$ cat config.mk
export PLATFORM = sky130hd
export DESIGN_NAME = gcs_regs
export DESIGN_NICKNAME = d
export VERILOG_FILES = /design/src/gcs_pkg.sv /design/src/gcs_shift_in.sv /design/src/gcs_regs.sv
export SDC_FILE = /design/constraint.sdc
export NUM_CORES = 1
export LEC_CHECK = 0
export ABC_AREA = 1
export BUFFER_PORTS_ARGS = -buffer_cell sky130_fd_sc_hd__buf_2
export CORE_MARGIN = 1
export CORE_UTILIZATION = 40
export CTS_CLUSTER_DIAMETER = 30
export CTS_CLUSTER_SIZE = 24
export DETAILED_ROUTE_END_ITERATION = 6
export HOLD_SLACK_MARGIN = 0.12
export PLACE_DENSITY = 0.62
export SYNTH_ARGS = -nofsm -noshare
export SYNTH_HDL_FRONTEND = slang
export SYNTH_SLANG_ARGS = --single-unit
$ cat constraint.sdc
create_clock -name clk_i -period 4.7 [get_ports clk_i]
set_clock_uncertainty 0.2 [all_clocks]
set_input_delay 0.705 -clock clk_i [delete_from_list [all_inputs] [get_ports clk_i]]
set_output_delay 0.705 -clock clk_i [all_outputs]
set_load 0.02 [all_outputs]
$ cat src/gcs_pkg.sv
// package: constants and types for the gauge command and status registers
package gcs_pkg;
   localparam logic [6:0] ADDR_PRIMARY_FLAGS = 7'h01;
   localparam logic [6:0] ADDR_TEMP_GAUGE = 7'h02;
   localparam logic [6:0] ADDR_CHARGE_HIGH = 7'h03;
   localparam logic [6:0] ADDR_PACK_IDENT = 7'h04;
   localparam logic [6:0] ADDR_FULL_REF = 7'h05;
   localparam logic [6:0] ADDR_SECONDARY_FLAGS = 7'h06;
   localparam logic [6:0] ADDR_PULLDOWN_SEEN = 7'h07;
   localparam logic [6:0] ADDR_PULLUP_SEEN = 7'h08;
   localparam logic [6:0] ADDR_OUTPUT_OVERRIDE = 7'h0A;
   localparam logic [6:0] ADDR_OFFSET_ADJUST = 7'h0B;
   localparam logic [6:0] ADDR_SELF_DISCHARGE = 7'h0C;
   localparam logic [6:0] ADDR_MAG_FILTER = 7'h0D;
   localparam logic [6:0] ADDR_SMALL_LOAD = 7'h0E;
   localparam logic [6:0] ADDR_FAST_CHARGE = 7'h0F;
   localparam logic [6:0] ADDR_CHARGE_LOW = 7'h17;
   localparam logic [6:0] ADDR_PROGRAM_PIN = 7'h1E;
   localparam logic [6:0] ADDR_BATTERY_VOLT = 7'h7E;
   localparam int CMD_DIR_BIT = 7;
   localparam int BYTE_BITS = 8;
   localparam int FLAG_CHARGE_BIT = 7;
   localparam int FLAG_PACK_RESET_BIT = 6;
   localparam int FLAG_QUAL_DIS_BIT = 3;
   localparam int FLAG_FIRST_EMPTY_BIT = 1;
   localparam int FLAG_FINAL_EMPTY_BIT = 0;
   localparam int OVR_ENABLE_BIT = 1;
   localparam logic [7:0] RESET_BYTE = 8'h00;
   localparam logic [7:0] FULL_REF_RESET = 8'h00;
   localparam logic [7:0] MAG_FILTER_RESET = 8'h00;
   localparam logic [7:0] TEMP_BAND_BASE = 8'h00;
   localparam logic [7:0] TEMP_BAND_STEP = 8'h0A;
   localparam logic [3:0] TEMP_CODE_MAX = 4'hC;
   localparam logic [7:0] FINAL_EMPTY_DROP = 8'h0A;
   localparam logic [7:0] SELF_DIS_PCT = 8'h06;
   localparam logic [7:0] ZERO_C_CODE = 8'h1E;
   localparam int CLK_MHZ = 100;
   localparam int EMPTY_DELAY_MS = 1000;
   localparam int EMPTY_DELAY_CYC = EMPTY_DELAY_MS * CLK_MHZ * 1000;
   localparam int BLINK_HZ = 4;
   localparam int BLINK_HALF_CYC = CLK_MHZ * 1000000 / (BLINK_HZ * 2);
   localparam int TOTAL_BLINK_BITS = 25;

   typedef struct packed {
      logic valid;
      logic [7:0] data;
   } gcs_byte_t;

   typedef struct packed {
      logic update;
      logic charging;
      logic discharging;
      logic sense_above;
      logic self_dis;
   } gcs_count_t;
endpackage

$ cat src/gcs_shift_in.sv
// module: serial byte assembler, lsb first
`timescale 1ns/10ps
module gcs_shift_in
(
   input wire logic clk_i,
   input wire logic reset_n_i,
   input wire logic restart_i,
   input wire logic bit_valid_i,
   input wire logic bit_i,
   output gcs_pkg::gcs_byte_t byte_o
);
   logic [7:0] shift;
   logic [3:0] count;

   always_ff @(posedge clk_i or negedge reset_n_i)
   begin
      if (!reset_n_i)
      begin
         shift <= gcs_pkg::RESET_BYTE;
         count <= 4'h0;
         byte_o <= '0;
      end
      else
      begin
         byte_o.valid <= 1'b0;
         if (restart_i)
         begin
            count <= 4'h0;
         end
         else if (bit_valid_i)
         begin
            shift <= {bit_i, shift[7:1]};
            if (count == 4'(gcs_pkg::BYTE_BITS - 1))
            begin
               count <= 4'h0;
               byte_o.valid <= 1'b1;
               byte_o.data <= {bit_i, shift[7:1]};
            end
            else
            begin
               count <= count + 4'h1;
            end
         end
      end
   end
endmodule // gcs_shift_in

$ cat src/gcs_regs.sv
// module: command decoder, register map and primary flag logic
`timescale 1ns/10ps
module gcs_regs
#(
   parameter int EMPTY_DELAY_CYC = gcs_pkg::EMPTY_DELAY_CYC,
   parameter int BLINK_HALF_CYC = gcs_pkg::BLINK_HALF_CYC
)
(
   input wire logic clk_i,
   input wire logic reset_n_i,
   input wire logic serial_reset_i,
   input wire logic frame_break_i,
   input wire logic bit_valid_i,
   input wire logic bit_i,
   input wire logic tx_ready_i,
   output logic tx_valid_o,
   output logic [7:0] tx_data_o,
   input wire gcs_pkg::gcs_count_t count_i,
   input wire logic [15:0] available_charge_count_i,
   input wire logic [7:0] temperature_i,
   input wire logic [3:0] gauge_code_i,
   input wire logic [7:0] battery_sense_voltage_i,
   input wire logic [7:0] first_empty_threshold_i,
   input wire logic overload_flag_i,
   input wire logic charge_rate_i,
   input wire logic [5:0] pulldown_seen_i,
   input wire logic [5:0] pullup_seen_i,
   input wire logic full_ref_update_i,
   input wire logic [4:0] display_i,
   output logic [4:0] segment_o,
   output logic done_low_o,
   output logic [7:0] full_reference_o,
   output logic [15:0] charge_write_o,
   output logic charge_write_valid_o
);
   typedef enum logic [1:0] {
      GCS_CMD = 2'b00,
      GCS_DATA = 2'b01,
      GCS_SEND = 2'b10
   } gcs_state_t;

   gcs_state_t state;
   gcs_pkg::gcs_byte_t rx;
   logic [7:0] command;
   logic [7:0] read_value;
   logic [7:0] pack_ident;
   logic [7:0] output_override;
   logic [7:0] offset_adjust;
   logic [7:0] self_discharge_rate;
   logic [7:0] magnitude_filter;
   logic [7:0] small_load_comp;
   logic [7:0] fast_charge_comp;
   logic [7:0] program_pin_data;
   logic charge_active_flag;
   logic pack_reset_flag;
   logic qualified_discharge_flag;
   logic first_empty_warning;
   logic final_empty_warning;
   logic [7:0] primary_flags;
   logic [7:0] temp_and_gauge;
   logic [3:0] temp_code;
   logic [1:0] above_count;
   logic valid_charge;
   logic [15:0] qual_mark;
   logic [31:0] empty_timer;
   logic [31:0] blink_timer;
   logic blink;
   logic write_hit;
   logic [7:0] final_threshold;
   logic [15:0] self_dis_limit;
   logic first_below;
   logic final_below;

   gcs_shift_in u_shift
   (
      .clk_i(clk_i),
      .reset_n_i(reset_n_i),
      .restart_i(frame_break_i),
      .bit_valid_i(bit_valid_i),
      .bit_i(bit_i),
      .byte_o(rx)
   );

   // command and data sequencing
   always_ff @(posedge clk_i or negedge reset_n_i)
   begin
      if (!reset_n_i)
      begin
         state <= GCS_CMD;
         command <= gcs_pkg::RESET_BYTE;
         tx_valid_o <= 1'b0;
         tx_data_o <= gcs_pkg::RESET_BYTE;
      end
      else if (serial_reset_i || frame_break_i)
      begin
         state <= GCS_CMD;
         tx_valid_o <= 1'b0;
      end
      else
      begin
         case (state)
            GCS_CMD:
            begin
               if (rx.valid)
               begin
                  command <= rx.data;
                  if (rx.data[gcs_pkg::CMD_DIR_BIT])
                  begin
                     state <= GCS_DATA;
                  end
                  else
                  begin
                     state <= GCS_SEND;
                  end
               end
            end
            GCS_DATA:
            begin
               if (rx.valid)
               begin
                  state <= GCS_CMD;
               end
            end
            GCS_SEND:
            begin
               tx_valid_o <= 1'b1;
               if (!tx_valid_o)
               begin
                  tx_data_o <= read_value;
               end
               if (tx_valid_o && tx_ready_i)
               begin
                  tx_valid_o <= 1'b0;
                  state <= GCS_CMD;
               end
            end
            default:
            begin
               state <= GCS_CMD;
            end
         endcase
      end
   end

   assign write_hit = (state == GCS_DATA) && rx.valid && !serial_reset_i &&
      !frame_break_i;

   // writable registers; read-only and unmapped addresses fall through
   always_ff @(posedge clk_i or negedge reset_n_i)
   begin
      if (!reset_n_i)
      begin
         pack_ident <= gcs_pkg::RESET_BYTE;
         full_reference_o <= gcs_pkg::FULL_REF_RESET;
         output_override <= gcs_pkg::RESET_BYTE;
         offset_adjust <= gcs_pkg::RESET_BYTE;
         self_discharge_rate <= gcs_pkg::RESET_BYTE;
         magnitude_filter <= gcs_pkg::MAG_FILTER_RESET;
         small_load_comp <= gcs_pkg::RESET_BYTE;
         fast_charge_comp <= gcs_pkg::RESET_BYTE;
         program_pin_data <= gcs_pkg::RESET_BYTE;
         charge_write_o <= 16'h0000;
         charge_write_valid_o <= 1'b0;
      end
      else if (serial_reset_i)
      begin
         output_override <= gcs_pkg::RESET_BYTE;
         charge_write_o <= 16'h0000;
         charge_write_valid_o <= 1'b1;
      end
      else
      begin
         charge_write_valid_o <= 1'b0;
         if (write_hit)
         begin
            case (command[6:0])
               gcs_pkg::ADDR_CHARGE_HIGH:
               begin
                  charge_write_o <= {rx.data, available_charge_count_i[7:0]};
                  charge_write_valid_o <= 1'b1;
               end
               gcs_pkg::ADDR_CHARGE_LOW:
               begin
                  charge_write_o <= {available_charge_count_i[15:8], rx.data};
                  charge_write_valid_o <= 1'b1;
               end
               gcs_pkg::ADDR_PACK_IDENT: pack_ident <= rx.data;
               gcs_pkg::ADDR_FULL_REF: full_reference_o <= rx.data;
               gcs_pkg::ADDR_OUTPUT_OVERRIDE: output_override <= rx.data;
               gcs_pkg::ADDR_OFFSET_ADJUST: offset_adjust <= rx.data;
               gcs_pkg::ADDR_SELF_DISCHARGE: self_discharge_rate <= rx.data;
               gcs_pkg::ADDR_MAG_FILTER: magnitude_filter <= rx.data;
               gcs_pkg::ADDR_SMALL_LOAD: small_load_comp <= rx.data;
               gcs_pkg::ADDR_FAST_CHARGE: fast_charge_comp <= rx.data;
               gcs_pkg::ADDR_PROGRAM_PIN: program_pin_data <= rx.data;
               default:
               begin
                  charge_write_valid_o <= 1'b0;
               end
            endcase
         end
      end
   end

   // read multiplexer
   always_comb
   begin
      case (command[6:0])
         gcs_pkg::ADDR_PRIMARY_FLAGS: read_value = primary_flags;
         gcs_pkg::ADDR_TEMP_GAUGE: read_value = temp_and_gauge;
         gcs_pkg::ADDR_CHARGE_HIGH: read_value = available_charge_count_i[15:8];
         gcs_pkg::ADDR_CHARGE_LOW: read_value = available_charge_count_i[7:0];
         gcs_pkg::ADDR_PACK_IDENT: read_value = pack_ident;
         gcs_pkg::ADDR_FULL_REF: read_value = full_reference_o;
         gcs_pkg::ADDR_SECONDARY_FLAGS:
            read_value = {charge_rate_i, 6'h00, overload_flag_i};
         gcs_pkg::ADDR_PULLDOWN_SEEN: read_value = {2'h0, pulldown_seen_i};
         gcs_pkg::ADDR_PULLUP_SEEN: read_value = {2'h0, pullup_seen_i};
         gcs_pkg::ADDR_OUTPUT_OVERRIDE: read_value = output_override;
         gcs_pkg::ADDR_OFFSET_ADJUST: read_value = offset_adjust;
         gcs_pkg::ADDR_SELF_DISCHARGE: read_value = self_discharge_rate;
         gcs_pkg::ADDR_MAG_FILTER: read_value = magnitude_filter;
         gcs_pkg::ADDR_SMALL_LOAD: read_value = small_load_comp;
         gcs_pkg::ADDR_FAST_CHARGE: read_value = fast_charge_comp;
         gcs_pkg::ADDR_PROGRAM_PIN: read_value = 8'h00;
         gcs_pkg::ADDR_BATTERY_VOLT: read_value = battery_sense_voltage_i;
         default: read_value = 8'h00;
      endcase
   end

   // temperature band encoder
   always_comb
   begin
      if (temperature_i < gcs_pkg::TEMP_BAND_STEP)
      begin
         temp_code = 4'h0;
      end
      else if (temperature_i / gcs_pkg::TEMP_BAND_STEP >
         8'(gcs_pkg::TEMP_CODE_MAX))
      begin
         temp_code = gcs_pkg::TEMP_CODE_MAX;
      end
      else
      begin
         temp_code = 4'(temperature_i / gcs_pkg::TEMP_BAND_STEP);
      end
   end

   assign temp_and_gauge = {temp_code, gauge_code_i};
   assign primary_flags = {charge_active_flag, pack_reset_flag, 2'b00,
      qualified_discharge_flag, 1'b0, first_empty_warning,
      final_empty_warning};

   // valid charge: two successive updates above threshold
   always_ff @(posedge clk_i or negedge reset_n_i)
   begin
      if (!reset_n_i)
      begin
         above_count <= 2'h0;
         charge_active_flag <= 1'b0;
      end
      else if (serial_reset_i || count_i.discharging || !count_i.sense_above)
      begin
         above_count <= 2'h0;
         charge_active_flag <= 1'b0;
      end
      else if (count_i.update && count_i.charging)
      begin
         if (above_count != 2'h2)
         begin
            above_count <= above_count + 2'h1;
         end
         if (above_count == 2'h1)
         begin
            charge_active_flag <= 1'b1;
         end
      end
   end

   assign valid_charge = charge_active_flag;

   // pack reset flag
   always_ff @(posedge clk_i or negedge reset_n_i)
   begin
      if (!reset_n_i)
      begin
         pack_reset_flag <= 1'b1;
      end
      else if (serial_reset_i)
      begin
         pack_reset_flag <= 1'b1;
      end
      else if (valid_charge && (first_empty_warning ||
         available_charge_count_i[7:0] == full_reference_o))
      begin
         pack_reset_flag <= 1'b0;
      end
   end

   assign self_dis_limit = 16'(({8'h00, full_reference_o} *
      {8'h00, gcs_pkg::SELF_DIS_PCT}) / 16'h0064);

   // qualified discharge flag
   always_ff @(posedge clk_i or negedge reset_n_i)
   begin
      if (!reset_n_i)
      begin
         qualified_discharge_flag <= 1'b0;
         qual_mark <= 16'h0000;
      end
      else if (serial_reset_i || full_ref_update_i || valid_charge ||
         (first_empty_warning && temperature_i < gcs_pkg::ZERO_C_CODE) ||
         (qualified_discharge_flag &&
         qual_mark - available_charge_count_i > self_dis_limit))
      begin
         qualified_discharge_flag <= 1'b0;
      end
      else if (!qualified_discharge_flag && count_i.discharging &&
         available_charge_count_i[7:0] == full_reference_o)
      begin
         qualified_discharge_flag <= 1'b1;
         qual_mark <= available_charge_count_i;
      end
   end

   assign final_threshold = first_empty_threshold_i - gcs_pkg::FINAL_EMPTY_DROP;
   assign first_below = battery_sense_voltage_i < first_empty_threshold_i;
   assign final_below = battery_sense_voltage_i < final_threshold;

   // empty warnings
   always_ff @(posedge clk_i or negedge reset_n_i)
   begin
      if (!reset_n_i)
      begin
         empty_timer <= 32'h0;
         first_empty_warning <= 1'b0;
         final_empty_warning <= 1'b0;
      end
      else if (serial_reset_i || valid_charge)
      begin
         empty_timer <= 32'h0;
         first_empty_warning <= 1'b0;
         final_empty_warning <= 1'b0;
      end
      else
      begin
         if (!first_below || overload_flag_i)
         begin
            empty_timer <= 32'h0;
         end
         else if (empty_timer == 32'(EMPTY_DELAY_CYC - 1))
         begin
            first_empty_warning <= 1'b1;
         end
         else
         begin
            empty_timer <= empty_timer + 32'h1;
         end
         if (final_below && !overload_flag_i)
         begin
            final_empty_warning <= 1'b1;
         end
      end
   end

   // blink divider
   always_ff @(posedge clk_i or negedge reset_n_i)
   begin
      if (!reset_n_i)
      begin
         blink_timer <= 32'h0;
         blink <= 1'b0;
      end
      else if (blink_timer == 32'(BLINK_HALF_CYC - 1))
      begin
         blink_timer <= 32'h0;
         blink <= ~blink;
      end
      else
      begin
         blink_timer <= blink_timer + 32'h1;
      end
   end

   // segment and done outputs
   always_ff @(posedge clk_i or negedge reset_n_i)
   begin
      if (!reset_n_i)
      begin
         segment_o <= 5'h00;
         done_low_o <= 1'b0;
      end
      else
      begin
         done_low_o <= first_empty_warning;
         if (output_override[gcs_pkg::OVR_ENABLE_BIT])
         begin
            segment_o <= output_override[6:2];
         end
         else if (final_empty_warning)
         begin
            segment_o <= 5'h00;
         end
         else if (first_empty_warning)
         begin
            segment_o <= {display_i[4:1], blink};
         end
         else
         begin
            segment_o <= display_i;
         end
      end
   end
endmodule // gcs_regs

# Word level (Yosys, flattened, before mapping)
# Index checks and enable logic that the tools add are counted.
[op_classes] div_mod_pow=2 reduce_logical=59 order_cmp=6 n_mul=1 n_eq_ne=29 n_bitwise=6 muxes=49 add_sub_neg=6
[op_table] cell="$mux 32" count=4
[op_table] cell="$pmux 8 s16" count=1
[op_table] cell="$add 32x1->32 const B" count=2
[op_table] cell="$eq 7x4->1 const B" count=7
[op_table] cell="$reduce_and 3->1" count=11
[op_table] cell="$eq 32x24->1 const B" count=1
[op_table] cell="$eq 32x27->1 const B" count=1
[op_table] cell="$mux 16" count=2
[op_table] cell="$pmux 16 s2" count=1
[op_table] cell="$eq 7x3->1 const B" count=4
[op_table] cell="$mux 9" count=3
[op_table] cell="$mux 8" count=3
[op_table] cell="$reduce_bool 2->1" count=11
[op_table] cell="$mux 4" count=5
[op_table] cell="$mux 1" count=19
[op_table] cell="$div 11x7->16 const B" count=1
[op_table] cell="$gt 16x16->1" count=1
[op_table] cell="$lt 8x8->1" count=2
[op_table] cell="$mux 2" count=8
[op_table] cell="$sub 16x16->16" count=1
[op_table] cell="$eq 7x2->1 const B" count=2
[op_table] cell="$reduce_and 2->1" count=7
[op_table] cell="$logic_and 1x1->1" count=11
[op_table] cell="$logic_or 1x1->1" count=10
[op_table] cell="other kinds (25)" count=40
[totals] ff_bits=214 elab_cells=188 out_inout_bits=40 inputBits=76

# Logic depth before layout (Yosys ltp)
# Gate-level depths: netlist (run 1).
[logic_depth] word_depth=7 ltp_mapped=47 mapped_depth_nobuf=47

# Hierarchy
# Synthesis (run 1) repeated with hierarchy kept, for this count alone.
[hier_totals] cells_unflattened=1654 area_unflattened_um2=12909.9
[by_module_without_submodules] mod="gcs_regs" area_each_um2=12057.8 instances=1 cells_each=1567 seq_area_each_um2=4830.9
[by_module_without_submodules] mod="gcs_shift_in" area_each_um2=852.1 instances=1 cells_each=87 seq_area_each_um2=500.5

# Worst setup path after synthesis (run 1)
# No wires, ideal clock.
[synth_path] path_kind="flip-flop to flip-flop" from="register full_reference_o[1]" to="register qualified_discharge_flag" required_ps=4433 setup_ps=67 slack_ps=-389 arrival_ps=4822 path_buffers=0 stages_incl_launch_ff=36 synth_period_minus_slack_ps=5089 cell_sequence="dfrtp_1 ha_1 fa_1 xnor2_2 nand3_1 nand2_2 nand2_1 nand2_1 nand2_1 nand2_2 nand2_4 a21oi_4 nand3_4 nand2_1 nand3_2 o21ai_4 nand3_1 nand2_2 nand3_1 nand2_2 nand3_4 nor2_8 nor2_1 nor2_1 nand3_1 nand2_1 nand2_1 ha_1 nand3_1 o21ai_0 nand4_1 nor3_1 nand4_1 a21oi_1 nand4_1 nand2_1"
[synth_between] elab_chain_len=6 elab_cells_between_ends=9 cone_classes="1 x mul; 1 x div; 1 x order compare; 1 x eq/ne; 1 x mux; 4 x reduce/logical"
[synth_lines] element="start: declaration" line="gcs_regs.sv:32" source="output logic [7:0] full_reference_o,"
[synth_lines] element="start signal: assignment" line="gcs_regs.sv:154" source="full_reference_o <= gcs_pkg::FULL_REF_RESET;"
[synth_lines] element="start signal: assignment" line="gcs_regs.sv:188" source="gcs_pkg::ADDR_FULL_REF: full_reference_o <= rx.data;"
[synth_lines] element="$mul 8x2->10" line="gcs_regs.sv:300" source="assign self_dis_limit = 16'(({8'h00, full_reference_o} *"
[synth_lines] element="$div 11x7->16" line="gcs_regs.sv:301" source="{8'h00, gcs_pkg::SELF_DIS_PCT}) / 16'h0064);"
[synth_lines] element="$gt 16x16->1" line="gcs_regs.sv:314" source="qual_mark - available_charge_count_i > self_dis_limit))"
[synth_lines] element="$logic_and 1x1->1" line="gcs_regs.sv:313" source="(qualified_discharge_flag &&"
[synth_lines] element="$logic_or 1x1->1" line="gcs_regs.sv:312" source="(first_empty_warning && temperature_i < gcs_pkg::ZERO_C_CODE) ||"
[synth_lines] element="$mux 1 / $reduce_bool 2->1 (equally long branches)"
[synth_lines] element="end signal: assignment" line="gcs_regs.sv:308" source="qualified_discharge_flag <= 1'b0;"
[synth_lines] element="end signal: assignment" line="gcs_regs.sv:316" source="qualified_discharge_flag <= 1'b0;"
[synth_lines] element="end signal: assignment" line="gcs_regs.sv:321" source="qualified_discharge_flag <= 1'b1;"
[synth_lines] element="end: declaration" line="gcs_regs.sv:56" source="logic qualified_discharge_flag;"
# Parallel ways exist; a longest one is shown, timed or not.
# A chain may end at the register's enable or synchronous reset.

# Final worst setup path (run 1)
# Same ends and word-level chain as after synthesis.

==> metrics.txt, run 1 <==
gr usage total=22.8%; H-tree depth=2; Root Buffer=clkbuf_16; maxcap violations=0; drt wl/cell=16.0 um; Post-synth EDFFs=0; row count=65; routability cong.=0.887; WL final=37.0 mm; # DRC=0; Worst VDD drop=0.229 mV; Netlist cell types=61; static leakage=7.90 nW; Crit Path Class=register to register; worst r2r src=full_reference_o[1]$_DFFE_PN0P_; synthesized cell area=0.0128 mm^2; global route total overflow=0; synthesized instance count=1,662; Antenna Nets Post-Route=0; first-pass iteration count of the detailed router=5; CP max FO=8; Ys Warns=0; CTS tree=done; Worst-Skew Late Latency=0.52 ns; WP depth=40; Synth Register Bits=213; PD cells=333 mW/mm^2; most area-consuming cells after synthesis=dfrtp_1 42%, nand2_1 11%, o21ai_0 6.9%; Hold Path Class=primary input to register; worst path required time=4.96 ns; Clock Path Buffers=3; placed inst area=0.0144 mm^2; post-synthesis average cell area=7.68 um^2; Top FF cell, synth=dfrtp_1; number of DRC markers in iteration 0=754; DIE HEIGHT=181 um; CP bufs+invs=2; overall power=5.41 mW; Vias=12,000; area delta synth->final=27.4%; HPWL after detailed placement=27.1 mm; Syn Nets=1,791; worst hold slack=0.201 ns; initial antenna violation count=0; Top cell by count, worst path=nand2_2; clock transition at the registers of the reported paths=0.05 ns; Worst Tran Pin Value=1.14 ns; die area=0.0326 mm^2; CP Launch Point=full_reference_o[1]$_DFFE_PN0P_; CTS Buf Count=44; Crit-path slowest cell=fa_2; Core Region=0.0315 mm^2; status=finished, violations left; chip width=181 um; share of cells above drive strength 1=20.6%; CP startpoint kind=register; Final Worst Setup Slack=-0.537 ns; CP delay by family, top=simple AND/OR/NAND/NOR gates; setup slack, reg-to-reg=-0.54 ns; pre-CTS setup slack=-0.574 ns; final count of negative-setup-slack endpoints=1; CTS sink count=213; Post-synth top cells=371 x nand2_1, 217 x inv_1, 212 x dfrtp_1; slowest cell delay on critical path=0.43 ns; dpl cells=2,215; Worst slew margin=23.9%; most frequent cell after synthesis=nand2_1; Post-Layout Cell Count=2,321; fin nets=2,012; first-pass GRT wire length=60.1 mm; # diodes=0; CP arrival=5.49 ns; design area=0.0163 mm^2; io pins=116; area leader, netlist=dfrtp_1; failing checks=negative setup slack; Period Utilization, post-route=111%; DR vias/cell=5.18; vias in the first global route=11,800; largest net degree at the start of global routing=88; Tmin final=5.24 ns; final hold violation count=0; Worst setup EP type=register; Max Freq=0.191 GHz; Worst Setup EP=qualified_discharge_flag$_DFFE_PN0P_; worst r2r path cells=40; pins over their slew limit=0; area fraction of the dominant cell type after synthesis=41.6%; Seq/Total Area, Yosys=41.8%; post-synthesis async set-or-reset flop share=100%; PortBufs=113; Starting Density=40.6%; RSZ-0062 raised after global routing=yes; Worst R2R End=qualified_discharge_flag$_DFFE_PN0P_
[logic make-up (layout without fill, tap and decap cells)]
group	after synthesis	in the layout	synth area share [%]
flip-flops	213	213	41.8
buffers and inverters	264	520	7.78
adder cells (fa/ha/maj)	53	53	5.31
AO/OA/AOI/OAI	319	319	14.6
AND/OR/NAND/NOR	753	754	26.3
XOR/XNOR	60	60	4.18
[metrics by stage]
stage | utilization [%] | setup TNS [ns]
finish | 51.7 | -0.537
global route | 51.7 | -0.972
CTS | 51.2 | -0.456
detailed placement | 45.7 | -0.574
global placement | 45.7 | -0.494
floorplan | - | -0.203
[worst register-to-register path: cells and delay by family, from the launching register on]
| kind | cells | cell delay, ns |
|---|---|---|
| AO/OA/AOI/OAI | 8 | 0.96 |
| XOR/XNOR | 1 | 0.15 |
| adder cells (fa/ha/maj) | 3 | 0.73 |
| buffers and inverters | 2 | 0.20 |
| flip-flops | 1 | 0.42 |
| AND/OR/NAND/NOR | 26 | 2.48 |
[power by group]
part / leakage, nW / internal [mW] / switching (mW)
combinational: 4.25 / 0.104 / 0.244
clock: 0.746 / 2.14 / 1.03
sequential: 2.90 / 1.88 / 0.0273
total: 7.90 / 4.12 / 1.30
[cells in the final DEF (no fill, tap or decap), types with 9 or more instances in the layout]
master     synthesis  routed
nand2_1          371     354
inv_1            217     217
dfrtp_1          212     209
o21ai_0          176     173
nor2_1           164     160
buf_2              0     112
buf_4              0      89
nand3_1           74      68
a21oi_1           50      49
ha_1              51      46
clkbuf_16          0      45
xor2_1            39      38
nor3_1            39      37
nand4_1           36      36
nand2_2           21      34
xnor2_1           20      20
o22ai_1           15      15
nor4_1            13      12
a221oi_1          12      12
nand3_2            7      11
inv_2             10      10
clkinv_2           0       9
[layer usage]
| layer | GRT usage, % | routed length, um | vias to the layer above |
|---|---|---|---|
| met5 | 0 | 0 | - |
| met4 | 9.09 | 1240 | 0 |
| met3 | 3.96 | 2210 | 82 |
| met2 | 37.5 | 17200 | 337 |
| met1 | 29.8 | 16400 | 5653 |
| li1 | - | - | 5955 |
[timing repair]
item	in CTS	in global routing
endpoints found under the hold margin	83	0
resized for setup	17	22
setup endpoints to repair	1	1
pin swaps	26	32
cloned	1	0
setup buffers	13	9
hold buffers	1	0
[flip-flops by register name, summed over array words and instances (netlist names), 5 cells and up]
signal / flops
blink_timer: 32
charge_write_o: 16
command: 7
empty_timer: 32
fast_charge_comp: 8
full_reference_o: 8
magnitude_filter: 8
offset_adjust: 8
output_override: 8
pack_ident: 8
qual_mark: 16
segment_o: 5
self_discharge_rate: 8
small_load_comp: 8
tx_data_o: 8
u_shift.byte_o: 9
u_shift.shift: 7
[worst min path at each step]
| stage | startpoint | endpoint | slack [ns] | cells past startpoint |
|---|---|---|---|---|
| 6_report | display_i[4] | segment_o[4]$_DFF_PN0_ | 0.20 | 3 |
| 5_1_grt | display_i[1] | segment_o[1]$_DFF_PN0_ | 0.20 | 3 |
| 4_1_cts | display_i[4] | segment_o[4]$_DFF_PN0_ | 0.19 | 3 |
| 3_5_place_dp | blink_timer[0]$_DFF_PN0_ | blink_timer[0]$_DFF_PN0_ | 0.25 | 1 |
| 3_3_place_gp | blink_timer[0]$_DFF_PN0_ | blink_timer[0]$_DFF_PN0_ | 0.25 | 1 |
| 2_1_floorplan | first_empty_warning$_DFFE_PN0P_ | done_low_o$_DFF_PN0_ | 0.18 | 0 |
[cell type report]
type	count	area (um^2)
flip-flops and latches	213	5340
repair buffers	208	1330
inverters	230	866
well taps	402	503
multi-input cells	1186	6700
clock inverters	26	294
clock buffers	56	1240
fillers	2951	15200
No activity file was read; power rests on OpenSTA's default activity.
==> run 2, diff against run 1 <==
- SKIP_CTS_REPAIR_TIMING: default -> 1
==> run 2 against run 1 <==
- the run ends with design-rule violations, negative setup slack left
- core utilization down 0.25 points
- first-iteration DRC count down 2.5%
- total power about the same
- setup slack worse by 0.031 ns
- sequential power about the same
- highest routed layer unchanged
==> metrics.txt, run 2 (synthesized netlist as in run 1, its figures left out) <==
Crit-path slowest cell=dfrtp_2; WL final=37.0 mm; Worst-Skew Late Latency=0.52 ns; biggest registers after layout=blink_timer: 32 flops, empty_timer: 32 flops; maxcap violations=0; status=finished, violations left; CTS Buf Count=44; Final Worst Setup Slack=-0.568 ns; # DRC=1; Max Freq=0.190 GHz; design area=0.0162 mm^2; CTS tree=done; vias in the first global route=11,700; commonest cells after routing, fill and taps aside=354 x nand2_1, 216 x inv_1, 210 x dfrtp_1, 172 x o21ai_0, 161 x nor2_1; # diodes=0; io pins=116; Worst slew margin=24.7%; initial antenna violation count=0; Post-Layout Cell Count=2,313; Worst VDD drop=0.229 mV; slowest cell delay on critical path=0.42 ns; PortBufs=113; H-tree depth=2; CP bufs+invs=4; RSZ-0062 raised after global routing=yes; Period Utilization, post-route=112%; DR vias/cell=5.18; static leakage=7.85 nW; row count=65; routability cong.=0.887; area delta synth->final=26.8%; Switch Pwr=1.30 mW; Clk pwr share=58.4%; first-pass GRT wire length=59.6 mm; overall power=5.41 mW; PD cells=334 mW/mm^2; Core Region=0.0315 mm^2; number of DRC markers in iteration 0=735; first-pass iteration count of the detailed router=7; CP startpoint kind=register; largest net degree at the start of global routing=88; Crit Path Class=register to register; pre-CTS setup slack=-0.574 ns; fin nets=2,004; Cell Int Power=4.12 mW; Top cell by count, worst path=nand2_2; pins over their slew limit=0; CP delay by family, top=simple AND/OR/NAND/NOR gates; failing checks=design-rule violations, negative setup slack; Worst Tran Pin Value=1.13 ns; chip width=181 um; final count of negative-setup-slack endpoints=1; DIE HEIGHT=181 um; share of cells above drive strength 1=20.2%; clock transition at the registers of the reported paths=0.05 ns; final hold violation count=0; Layout Utilization=51.4%; worst path required time=4.96 ns; Worst setup EP type=register; switch share=24.0%; global route total overflow=0; Tmin final=5.27 ns; placed inst area=0.0144 mm^2; CTS sink count=213; Comb power frac=6.4%; Starting Density=40.6%; Antenna Nets Post-Route=0; HPWL after detailed placement=27.1 mm; Hold Path Class=primary input to register; CP arrival=5.52 ns; Sequential Power Share=35.2%; CP max FO=8; dpl cells=2,215; die area=0.0326 mm^2; commonest non-fill, non-tap cell in the layout=nand2_1; drt wl/cell=16.0 um; Vias=12,000; gr usage total=22.7%; Root Buffer=clkbuf_16; Clock Path Buffers=3
[run 2: stage by stage]
step / hold WS, ns / TNS (ns)
2_1_floorplan: 0.184 / -0.203
3_3_place_gp: 0.246 / -0.494
3_5_place_dp: 0.252 / -0.574
4_1_cts: 0.0141 / -0.607
5_1_grt: 0.200 / -0.988
6_report: 0.201 / -0.568
[run 2: worst min-delay path, stage by stage]
cell	delay, ns
buf_2	0.08
nand2_1	0.05
o21ai_0	0.06
[run 2: power by group through the flow]
stage	clock network, mW	logic (mW)	registers, mW
final	3.16	0.348	1.90
after global placement	0	0.335	1.93
after CTS	3.21	0.346	1.90
after floorplan	0	0.172	1.93
after detailed placement	0	0.343	1.93
after global routing	3.30	0.391	1.91
[run 2: final cells by class]
type	instances	area, um^2
Fill cell	2984	15300
Multi-Input combinational cell	1185	6690
Sequential cell	213	5330
Timing Repair Buffer	201	1260
Clock buffer	56	1240
Inverter	230	868
Tap cell	402	503
Clock inverter	26	294
[run 2: worst paths after layout]
path / slack, ns / cells past startpoint / endpoint / start
max reg2reg: -0.57 / 36 / qualified_discharge_flag$_DFFE_PN0P_ / full_reference_o[1]$_DFFE_PN0P_
min in group asynchronous: 0.57 / 2 / blink_timer[17]$_DFF_PN0_ / reset_n_i
max in group asynchronous: 2.81 / 3 / pack_ident[4]$_DFFE_PN0P_ / reset_n_i
min: 0.20 / 3 / segment_o[4]$_DFF_PN0_ / display_i[4]
min reg2reg: 0.25 / 1 / blink_timer[0]$_DFF_PN0_ / blink_timer[0]$_DFF_PN0_
max: -0.57 / 36 / qualified_discharge_flag$_DFFE_PN0P_ / full_reference_o[1]$_DFFE_PN0P_
[run 2: layer usage]
metal | track usage, % | wire length, um
met1 | 29.7 | 16500
met2 | 37.0 | 17100
met3 | 3.96 | 2250
met4 | 9.09 | 1200
met5 | 0 | 0
